### src/logic/rdpg_cfg.svh
`ifndef RDPG_CFG_SVH
`define RDPG_CFG_SVH

// Register offsets
`define RDPG_OFS_DISCH2 8'h41
`define RDPG_OFS_DISCH3 8'h42
`define RDPG_OFS_PGDLY 8'h43

// Field layout
`define RDPG_FLD_W 2
`define RDPG_DISCH2_RAILS 4
`define RDPG_NUM_RAILS 7
`define RDPG_DLY_W 3
`define RDPG_DISCH3_PAD 2'h0
`define RDPG_PGDLY_PAD 5'h00

// Reset values
`define RDPG_SEL_RST 2'h0
`define RDPG_DLY_RST 3'h0
`define RDPG_RDATA_RST 8'h00
`define RDPG_UNMAPPED 8'h00

// Timing: clock rate and delay figures in microseconds
`define RDPG_CLK_MHZ 100
`define RDPG_DLY0_US 2500
`define RDPG_DLY1_US 5000
`define RDPG_DLY2_US 10000
`define RDPG_DLY3_US 15000
`define RDPG_DLY4_US 20000
`define RDPG_DLY5_US 50000
`define RDPG_DLY6_US 75000
`define RDPG_DLY7_US 100000
`define RDPG_CNT_W 24
`define RDPG_CNT_ONE 24'h000001
`endif

### src/logic/rdpg_pkg.sv
package rdpg_pkg;
   typedef enum logic [1:0]
   {
      DISCH_NONE = 2'h0,
      DISCH_R100 = 2'h1,
      DISCH_R200 = 2'h2,
      DISCH_R500 = 2'h3
   } rdpg_disch_t;

   typedef enum logic [1:0]
   {
      OUT3_POWER_GOOD = 2'h0,
      OUT3_LEVEL_SHIFT = 2'h1,
      OUT3_HOST = 2'h2
   } rdpg_out3_mode_t;

   typedef enum logic [2:0]
   {
      TMR_IDLE = 3'b001,
      TMR_COUNT = 3'b010,
      TMR_DONE = 3'b100
   } rdpg_tmr_state_t;
endpackage

### src/logic/rdpg_delay_timer.sv
`include "rdpg_cfg.svh"

module rdpg_delay_timer
   import rdpg_pkg::*;
#(
   parameter int CNT_W = `RDPG_CNT_W
)
(
   // Clock and reset
   input wire logic core_clk_i,
   input wire logic srst_i,
   // Control
   input wire logic start_i,
   input wire logic [CNT_W-1:0] limit_i,
   // Result
   output logic done_o
);
   rdpg_tmr_state_t state_reg;
   rdpg_tmr_state_t state_next;
   logic [CNT_W-1:0] cnt_reg;
   logic [CNT_W-1:0] cnt_next;
   wire logic expired = cnt_reg >= limit_i;
   wire logic [CNT_W-1:0] cnt_inc = cnt_reg + CNT_W'(1);

   always_comb
   begin
      state_next = state_reg;
      cnt_next = cnt_reg;
      unique case (state_reg)
         TMR_IDLE:
         begin
            cnt_next = CNT_W'(1);
            if (start_i)
               state_next = TMR_COUNT;
         end
         TMR_COUNT:
         begin
            // Dropping the trigger restarts the whole delay, never resumes it
            if (!start_i)
               state_next = TMR_IDLE;
            else if (expired)
               state_next = TMR_DONE;
            else
               cnt_next = cnt_inc;
         end
         TMR_DONE:
         begin
            if (!start_i)
               state_next = TMR_IDLE;
         end
         default:
         begin
            state_next = TMR_IDLE;
         end
      endcase
   end

   always_ff @(posedge core_clk_i)
   begin
      if (srst_i)
      begin
         state_reg <= TMR_IDLE;
         cnt_reg <= CNT_W'(1);
      end
      else
      begin
         state_reg <= state_next;
         cnt_reg <= cnt_next;
      end
   end

   assign done_o = state_reg == TMR_DONE;
endmodule

### src/logic/rdpg_regs.sv
`include "rdpg_cfg.svh"

module rdpg_regs
   import rdpg_pkg::*;
#(
   parameter int NUM_RAILS = `RDPG_NUM_RAILS,
   parameter int CNT_W = `RDPG_CNT_W,
   // Every delay is a whole multiple of the shortest, so one unit scales the whole table
   parameter int DLY_UNIT_CYC = `RDPG_DLY0_US * `RDPG_CLK_MHZ,
   parameter int DLY0_CYC = DLY_UNIT_CYC,
   parameter int DLY1_CYC = DLY_UNIT_CYC * (`RDPG_DLY1_US / `RDPG_DLY0_US),
   parameter int DLY2_CYC = DLY_UNIT_CYC * (`RDPG_DLY2_US / `RDPG_DLY0_US),
   parameter int DLY3_CYC = DLY_UNIT_CYC * (`RDPG_DLY3_US / `RDPG_DLY0_US),
   parameter int DLY4_CYC = DLY_UNIT_CYC * (`RDPG_DLY4_US / `RDPG_DLY0_US),
   parameter int DLY5_CYC = DLY_UNIT_CYC * (`RDPG_DLY5_US / `RDPG_DLY0_US),
   parameter int DLY6_CYC = DLY_UNIT_CYC * (`RDPG_DLY6_US / `RDPG_DLY0_US),
   parameter int DLY7_CYC = DLY_UNIT_CYC * (`RDPG_DLY7_US / `RDPG_DLY0_US)
)
(
   // Clock and reset
   input wire logic core_clk_i,
   input wire logic srst_i,
   // Register port
   input wire logic reg_wr_i,
   input wire logic reg_rd_i,
   input wire logic [7:0] reg_addr_i,
   input wire logic [7:0] reg_wdata_i,
   output logic [7:0] reg_rdata_o,
   // Rail state
   input wire logic [NUM_RAILS-1:0] rail_enable_i,
   input wire logic [NUM_RAILS-1:0] rail_in_reg_i,
   // Discharge selection per rail, one-hot over resistance
   output logic [NUM_RAILS-1:0] disch_ohm100_o,
   output logic [NUM_RAILS-1:0] disch_ohm200_o,
   output logic [NUM_RAILS-1:0] disch_ohm500_o,
   // Output three configuration and pin
   input wire logic [1:0] out3_mode_i,
   input wire logic [NUM_RAILS-1:0] out3_rail_mask_i,
   input wire logic out3_term_use_i,
   input wire logic out3_host_level_i,
   input wire logic out3_shift_in_i,
   output logic general_output_three_o,
   output logic termination_regulator_en_o
);
   // Elaboration checks
   if (NUM_RAILS != `RDPG_NUM_RAILS)
      $error("rdpg_regs: register layout serves exactly seven rails");
   if (CNT_W > 31)
      $error("rdpg_regs: counter width above 31 not supported");
   if (DLY0_CYC < 1 || DLY7_CYC >= (1 << CNT_W) || DLY6_CYC >= (1 << CNT_W))
      $error("rdpg_regs: delay counts out of counter range");

   localparam int SW = NUM_RAILS + 1;

   // Discharge selection storage
   logic [`RDPG_FLD_W-1:0] sel_reg [NUM_RAILS];
   logic [`RDPG_FLD_W-1:0] sel_next [NUM_RAILS];
   logic [NUM_RAILS-1:0] ohm100_next;
   logic [NUM_RAILS-1:0] ohm200_next;
   logic [NUM_RAILS-1:0] ohm500_next;
   logic [NUM_RAILS-1:0] ohm100_reg;
   logic [NUM_RAILS-1:0] ohm200_reg;
   logic [NUM_RAILS-1:0] ohm500_reg;

   // Address decode
   wire logic hit_disch2 = reg_addr_i == `RDPG_OFS_DISCH2;
   wire logic hit_disch3 = reg_addr_i == `RDPG_OFS_DISCH3;
   wire logic hit_pgdly = reg_addr_i == `RDPG_OFS_PGDLY;
   wire logic wr_disch2 = reg_wr_i & hit_disch2;
   wire logic wr_disch3 = reg_wr_i & hit_disch3;
   wire logic wr_pgdly = reg_wr_i & hit_pgdly;

   for (genvar k = 0; k < NUM_RAILS; k++)
   begin : g_rail
      localparam int POS = (k < `RDPG_DISCH2_RAILS) ? k * `RDPG_FLD_W :
         (k - `RDPG_DISCH2_RAILS) * `RDPG_FLD_W;
      wire logic wr_hit = (k < `RDPG_DISCH2_RAILS) ? wr_disch2 : wr_disch3;
      wire logic [`RDPG_FLD_W-1:0] wr_field = reg_wdata_i[POS +: `RDPG_FLD_W];
      // An enabled rail wins over a write in the same cycle
      assign sel_next[k] = rail_enable_i[k] ? DISCH_NONE :
         (wr_hit ? wr_field : sel_reg[k]);
      // Enabled rail presents no discharge from the same edge that clears the stored field
      assign ohm100_next[k] = !rail_enable_i[k] && sel_next[k] == DISCH_R100;
      assign ohm200_next[k] = !rail_enable_i[k] && sel_next[k] == DISCH_R200;
      assign ohm500_next[k] = !rail_enable_i[k] && sel_next[k] == DISCH_R500;

      always_ff @(posedge core_clk_i)
      begin
         if (srst_i)
            sel_reg[k] <= `RDPG_SEL_RST;
         else
            sel_reg[k] <= sel_next[k];
      end
   end

   // Power-good delay field
   logic [`RDPG_DLY_W-1:0] dly_reg;
   wire logic [`RDPG_DLY_W-1:0] dly_next = wr_pgdly ? reg_wdata_i[`RDPG_DLY_W-1:0] : dly_reg;

   // Read path
   wire logic [7:0] rd_disch2 = {sel_reg[3], sel_reg[2], sel_reg[1], sel_reg[0]};
   wire logic [7:0] rd_disch3 = {`RDPG_DISCH3_PAD, sel_reg[6], sel_reg[5], sel_reg[4]};
   wire logic [7:0] rd_pgdly = {`RDPG_PGDLY_PAD, dly_reg};
   wire logic [7:0] rd_word = hit_disch2 ? rd_disch2 :
      hit_disch3 ? rd_disch3 :
      hit_pgdly ? rd_pgdly : `RDPG_UNMAPPED;
   logic [7:0] rdata_reg;
   wire logic [7:0] rdata_next = reg_rd_i ? rd_word : rdata_reg;

   // Pin inputs: three stages, a change is taken once stages two and three agree
   logic [SW-1:0] sync1_reg;
   logic [SW-1:0] sync2_reg;
   logic [SW-1:0] sync3_reg;
   logic [SW-1:0] filt_reg;
   wire logic [SW-1:0] agree = ~(sync2_reg ^ sync3_reg);
   wire logic [SW-1:0] filt_next = (agree & sync3_reg) | (~agree & filt_reg);
   wire logic [NUM_RAILS-1:0] in_reg_f = filt_reg[NUM_RAILS-1:0];
   wire logic shift_in_f = filt_reg[NUM_RAILS];

   // All grouped rails in regulation; an empty group never qualifies
   wire logic rails_good = (|out3_rail_mask_i) &
      (&(in_reg_f | ~out3_rail_mask_i));

   // Delay table
   function automatic logic [CNT_W-1:0] dly_cycles(input logic [`RDPG_DLY_W-1:0] code);
      logic [CNT_W-1:0] cyc;
      cyc = CNT_W'(DLY0_CYC);
      unique case (code)
         3'h0: cyc = CNT_W'(DLY0_CYC);
         3'h1: cyc = CNT_W'(DLY1_CYC);
         3'h2: cyc = CNT_W'(DLY2_CYC);
         3'h3: cyc = CNT_W'(DLY3_CYC);
         3'h4: cyc = CNT_W'(DLY4_CYC);
         3'h5: cyc = CNT_W'(DLY5_CYC);
         3'h6: cyc = CNT_W'(DLY6_CYC);
         3'h7: cyc = CNT_W'(DLY7_CYC);
      endcase
      return cyc;
   endfunction

   wire logic [CNT_W-1:0] dly_limit = dly_cycles(dly_reg);

   // Output three role selection
   wire logic mode_pg = out3_mode_i == OUT3_POWER_GOOD;
   wire logic mode_ls = out3_mode_i == OUT3_LEVEL_SHIFT;
   wire logic mode_host = out3_mode_i == OUT3_HOST;
   // Level shifter passes its input only once the grouped rails are good
   wire logic trigger = mode_pg ? rails_good :
      mode_ls ? (rails_good & shift_in_f) :
      (mode_host & out3_term_use_i & out3_host_level_i);
   logic delay_done;

   rdpg_delay_timer #(
      .CNT_W(CNT_W)
   ) u_timer (
      .core_clk_i(core_clk_i),
      .srst_i(srst_i),
      .start_i(trigger),
      .limit_i(dly_limit),
      .done_o(delay_done)
   );

   // Host role drives the pin directly; the delay only gates termination enable
   wire logic out3_next = mode_host ? out3_host_level_i : delay_done;
   wire logic term_next = out3_term_use_i & delay_done;
   logic out3_reg;
   logic term_reg;

   always_ff @(posedge core_clk_i)
   begin
      if (srst_i)
      begin
         dly_reg <= `RDPG_DLY_RST;
         rdata_reg <= `RDPG_RDATA_RST;
         ohm100_reg <= '0;
         ohm200_reg <= '0;
         ohm500_reg <= '0;
      end
      else
      begin
         dly_reg <= dly_next;
         rdata_reg <= rdata_next;
         ohm100_reg <= ohm100_next;
         ohm200_reg <= ohm200_next;
         ohm500_reg <= ohm500_next;
      end
   end

   always_ff @(posedge core_clk_i)
   begin
      if (srst_i)
      begin
         sync1_reg <= '0;
         sync2_reg <= '0;
         sync3_reg <= '0;
         filt_reg <= '0;
      end
      else
      begin
         sync1_reg <= {out3_shift_in_i, rail_in_reg_i};
         sync2_reg <= sync1_reg;
         sync3_reg <= sync2_reg;
         filt_reg <= filt_next;
      end
   end

   always_ff @(posedge core_clk_i)
   begin
      if (srst_i)
      begin
         out3_reg <= 1'b0;
         term_reg <= 1'b0;
      end
      else
      begin
         out3_reg <= out3_next;
         term_reg <= term_next;
      end
   end

   assign reg_rdata_o = rdata_reg;
   assign disch_ohm100_o = ohm100_reg;
   assign disch_ohm200_o = ohm200_reg;
   assign disch_ohm500_o = ohm500_reg;
   assign general_output_three_o = out3_reg;
   assign termination_regulator_en_o = term_reg;
endmodule

### config.mk
export PLATFORM = sky130hd
export DESIGN_NAME = rdpg_regs
export DESIGN_NICKNAME = d
export VERILOG_FILES = /design/src/logic/rdpg_pkg.sv /design/src/logic/rdpg_delay_timer.sv /design/src/logic/rdpg_regs.sv
export VERILOG_INCLUDE_DIRS = /design/src /design/src/logic
export SDC_FILE = /design/constraint.sdc
export NUM_CORES = 1
export LEC_CHECK = 0
export ABC_AREA = 1
export BUFFER_PORTS_ARGS = -buffer_cell sky130_fd_sc_hd__clkbuf_2
export CAP_MARGIN = 20
export CORE_MARGIN = 1
export CORE_UTILIZATION = 40
export CTS_CLUSTER_SIZE = 30
export DETAILED_ROUTE_END_ITERATION = 12
export PLACE_DENSITY_LB_ADDON = 0.2
export SYNTH_ARGS = -nofsm -noshare
export SYNTH_HDL_FRONTEND = slang
export SYNTH_SLANG_ARGS = --single-unit
### constraint.sdc
create_clock -name core_clk_i -period 1.9 [get_ports core_clk_i]
set_input_delay 0.095 -clock core_clk_i [delete_from_list [all_inputs] [get_ports core_clk_i]]
set_output_delay 0.095 -clock core_clk_i [all_outputs]
set_load 0.01 [all_outputs]
# Word-level counts from Yosys, hierarchy flattened
# Memories as Yosys holds them, arrays and structs flattened. A register that Yosys moved wholly into a read port is not among the register bits.
# Index checks and enable logic that the tools add are counted.
# word_totals
reg_bits,93
mem_bits_rw,14
romBits,160
in_bits,46
out_inout_bits,31
wordCells,148
mem_count,2
# op_classes
addsub,1
n_lt_le_gt_ge,1
eq_ne,34
muxes,40
bitwise,23
n_reduce_logical,34
# mem_list
memory,words,width,read_ports,rd_clocked_by_memory_dff,write_ports,line_no,text
(name not given),8,20,1,1,0,rdpg_regs.sv:128,unique case (code)
sel_reg,7,2,7,0,7,rdpg_regs.sv:56,logic [`RDPG_FLD_W-1:0] sel_reg [NUM_RAILS];
# op_table
cell,n
$mux W24,2
$pmux W24 S2,1
$mux W2,21
$eq A2 B2 Y1 const B,15
$add A24 B1 Y24 const B,1
$eq A8 B7 Y1 const B,3
$ge A24 B24 Y1,1
$logic_and A1 B1 Y1,21
$mux W3,7
$and A8 B8 Y8,2
$eq A2 B1 Y1 const B,8
$not A8 Y8,2
$pmux W3 S3,1
$and A1 B1 Y1,8
$mux W8,1
$or A8 B8 Y8,1
$xor A8 B8 Y8,1
$logic_not A1 Y1,7
$not A7 Y7,1
$or A1 B1 Y1,7
$or A7 B7 Y7,1
$reduce_and A7 Y1,1
$reduce_or A7 Y1,1
$mux W1,6
other kinds (10),13

# Depth between registers and ports, before layout
# depth
depth_word,9
depth_mapped,15
depth_no_buf,15

# By module
# Synthesis repeated with hierarchy kept, for this count alone.
# unflattened
hier_cells,908
area_unflattened_um2,6333.6
# by_module_without_submodules
mod,instances,cells_per_inst,area_per_inst_um2,seq_area_each_um2
rdpg_regs,1,504,3847.4,1981.9
rdpg_delay_timer,1,404,2486.1,540.5

# Worst setup path before layout
# Ideal clock, no wire load.
# synth_timing
path_kind,flip-flop to flip-flop
start,register u_timer.cnt_reg[15]
end,register u_timer.cnt_reg[11]
setup_ps,70
arrival_ps,1588
required_time_ps,1830
setup_slack_ps,241
path_stages_with_launch,11
period_less_slack_ps,1659
path_cell_list,dfxtp_1 > ha_1 > a21o_1 > nor2_1 > nand2_1 > nand2_1 > nand3_1 > nand2_2 > buf_2 > nand3_1 > a21oi_1
# synth_via
elab_chain_len,3
# synth_lines
element,line_no,text
start: declaration,rdpg_delay_timer.sv:20,logic [CNT_W-1:0] cnt_reg;
start signal: assignment,rdpg_delay_timer.sv:68,cnt_reg <= cnt_next;
$ge A24 B24 Y1,rdpg_delay_timer.sv:22,wire logic expired = cnt_reg >= limit_i;
$ne A2 B2 Y1 (no source line),-,
$reduce_and A3 Y1 (no source line),-,
# Every way passes these cells.
# A chain may end at the register's enable or synchronous reset.

# Final worst setup path
# layout_timing
start,register dly_limit[22] (netlist name)
end,register u_timer.cnt_reg[21]
# layout_via
elab_chain_len,3
# layout_lines
element,line_no
$ge A24 B24 Y1,rdpg_delay_timer.sv:22
$ne A2 B2 Y1 (no source line),-
$reduce_and A3 Y1 (no source line),-
# Every way passes these cells.

==> run_results.csv <==
group,metric,value,unit
status,run_status,"finished clean",
finish,antennaDiodeCount,0,
finish,largest_reg_flops,24,
synthesis,netlist_top_cells_area,"sky130_fd_sc_hd__dfxtp_1 (42%), sky130_fd_sc_hd__nand2_1 (12%), sky130_fd_sc_hd__inv_1 (8.1%)",
synthesis,synth.yosys.seq_area_share,42.3,%
grt,grt.total_usage,19.2,%
clocking,cts-root-to-sink-buffers,2,
synthesis,syn-instance-count,824,
clocking,cts.clk_slew.worst_paths,0.06,ns
clocking,cts_tree,"done",
grt,first_global_vias,4978,
finish,layout.nets,1034,
timing,post-route-min-period,1.84,ns
setup_path,ordered_cell_list_for_the_critical_path,"inv_1 > ha_1 > nand2_2 > inv_1 > nand2_1 > nand3_1 > nor2_2 > nand3_4 > nand2_8 > buf_8 > nand3_2 > a21oi_2",
synthesis,synthesis.nets,899,
setup_path,timing.critical_path.mode_cell,"sky130_fd_sc_hd__inv_1",
power,power.ir.vdd_worst,0.630,mV
finish,flow.area_growth_from_synthesis,30.9,%
routing,drt_pass1_iterations,5,
timing,finalSetupViolCount,0,
flow_run,max_cap_viol_count,0,
placement,hpwl,9490,µm
floorplanning,chipHeight,124,µm
clocking,clockRootBuffer,"sky130_fd_sc_hd__clkbuf_16",
clocking,worst_skew_pair.late_latency,0.41,ns
setup_path,critical_path_arrival,2.16,ns
synthesis,ys.warnings.count,0,
power,power.share.switching,27.7,%
routing,postRouteWirelength,14100,µm
floorplanning,placement_rows,44,
floorplanning,die_area,15400,µm²
setup_path,crit_type,"register to register",
finish,final_cell_mix,"sky130_fd_sc_hd__nand2_1 (181), sky130_fd_sc_hd__inv_1 (128), sky130_fd_sc_hd__dfxtp_1 (125)",
grt,grt_pass1_wl,22700,µm
power,power_frac_seq,37.7,%
clocking,cts.sinks,126,
routing,drc_errors,0,
floorplanning,initial_core_utilization,41.0,%
synthesis,synth_seq_cells,126,
timing,final.period_utilization,96.7,%
power,power.share.clock,48.0,%
setup_path,cp.required,2.22,ns
power,power.static_leakage,3.57,nW
timing,slew_headroom,43.7,%
grt,initial_antenna_violation_count,0,
timing,highest_clock_rate,0.544,GHz
timing,worst_hold_slack,0.0321,ns
timing,final_hold_viol_count,0,
routing,route.detailed.wl_per_inst,12.2,µm
placement,placer_s_final_routability_congestion_estimate,0.890,
routing,drt_first_iter_violations,328,
setup_path,critPathSlowestCell,"sky130_fd_sc_hd__dfxtp_1",
floorplanning,die_width,124,µm
routing,ant_nets,0,
floorplanning,boundaryPins,77,
finish,drive_above_1_share,21.7,%
setup_path,crit_fanout,8,
floorplanning,core_area,14500,µm²
timing,final_setup_margin,0.0625,ns
power,comb_power_share,14.3,%
setup_path,crit_path_end_kind,"register",
placement,placement.setup.worst_slack,0.00340,ns
routing,via_per_inst,4.60,
routing,route.vias.total,5322,
power,net-switching-power,2.03,mW
timing,clock_skew,0.0105,ns
finish,layout.core_utilization,53.7,%
setup_path,worstSetupStartpointType,"register",
timing,final_slew_viol_count,0,
placement,placement.io_buffers,76,
min_path,hold_path_class,"input port to register",
power,intPower,5.28,mW
synthesis,yosys_cell_types,40,
synthesis,synth.largest_area_cell,"sky130_fd_sc_hd__dfxtp_1",
timing,timing_worst_slew_pin_value,0.845,ns
grt,grt_max_degree,72,
setup_path,cpPeakStageDelay,0.32,ns
synthesis,netlist.area_leader.share,42.3,%
power,power.density,937,nW/µm²
clocking,cts_made_buffers,17,
grt,grt-ovfl-total,0,
clocking,cts.htree.levels,4,
synthesis,netlist_area,5960,µm²
finish,layout.cells.most_common,"sky130_fd_sc_hd__nand2_1",
synthesis,synthesis.area_per_instance,7.23,µm²
-- path summary, 6_finish.rpt --
check / startpoint / to / slack, ns / cells past startpoint
setup / recovery: dly_limit[22] / u_timer.cnt_reg[21] / 0.06 / 12
hold / removal: rail_enable_i[4] / disch_ohm500_o[4] / 0.03 / 4
setup reg to reg: dly_limit[22] / u_timer.cnt_reg[21] / 0.06 / 12
hold reg to reg: sync1_reg[2] / sync2_reg[2] / 0.40 / 2
-- cell type report --
type | count | area, µm²
fillers | 1430 | 6740
flip-flops and latches | 126 | 2520
clock inverters | 14 | 204
clock buffers | 18 | 429
inverters | 132 | 500
well taps | 184 | 230
repair buffers | 136 | 922
multi-input cells | 546 | 2990
-- power by group through the flow --
stage	combinational, mW	clock [mW]	sequential, mW
5_1_grt	1.14	3.68	2.76
6_report	1.04	3.51	2.76
4_1_cts	0.901	3.56	2.76
3_5_place_dp	0.840	0	2.81
2_1_floorplan	0.647	0	2.81
3_3_place_gp	0.835	0	2.81
-- cells by family (layout without fill, tap and decap cells) --
group	count (synthesis)	after routing	share of synthesized area (%)
and+or+nand+nor	415	417	30.7
buffers and inverters	154	300	10.8
DFF	126	126	42.3
AOI/OAI and AO/OA	87	87	8.19
adders and majority gates	29	29	6.09
xor gates and xnor gates	13	13	1.91
-- through the flow --
step	cell area (µm²)	std cells	TNS, ns	power (mW)
finish	7800	1156	0	7.31
global route	7800	1156	-0.242	7.58
CTS	7550	1152	0	7.22
detailed placement	6710	1100	0	3.65
global placement	6710	1100	0	3.65
floorplan	5960	824	0	3.46
-- worst max-delay path, delay by kind of cell (launching register included) --
family | cells | cell delay, ns
AO/OA/AOI/OAI | 1 | 0.17
AND/OR/NAND/NOR | 7 | 0.75
buffers and inverters | 3 | 0.22
adder cells (fa/ha/maj) | 1 | 0.30
flip-flops | 1 | 0.32
-- cell usage after synthesis, drive strengths merged --
cell / n
a211oi: 6
a21o: 1
a21oi: 50
a31o: 2
a31oi: 1
and2: 6
buf: 11
clkbuf: 11
dfxtp: 126
ha: 29
inv: 132
nand2: 195
nand3: 56
nand4: 7
nor2: 130
nor3: 4
nor3b: 8
o211ai: 1
o21ai: 23
o21bai: 2
o221ai: 1
or2: 9
xnor2: 6
xor2: 7
-- timing repair --
| action | in CTS | in global routing |
|---|---|---|
| hold buffers | 20 | 0 |
| setup buffers | 0 | 1 |
| pin swaps | 0 | 20 |
| gates cloned | 0 | 3 |
| endpoints found under the hold margin | 25 | 0 |
| gates resized for setup | 1 | 38 |
| setup endpoints to repair | 1 | 26 |
-- routing by layer --
metal	GRT usage, %	vias to the layer above	wire length [µm]	share of wire [%]
met5	0	-	0	0
met4	6.85	0	180	1.3
met3	4.62	11	618	4.4
met2	31.4	116	6660	47
met1	24.6	2363	6680	47
li1	-	2832	-	-
Note: power is estimated with default switching activity, not from simulation.
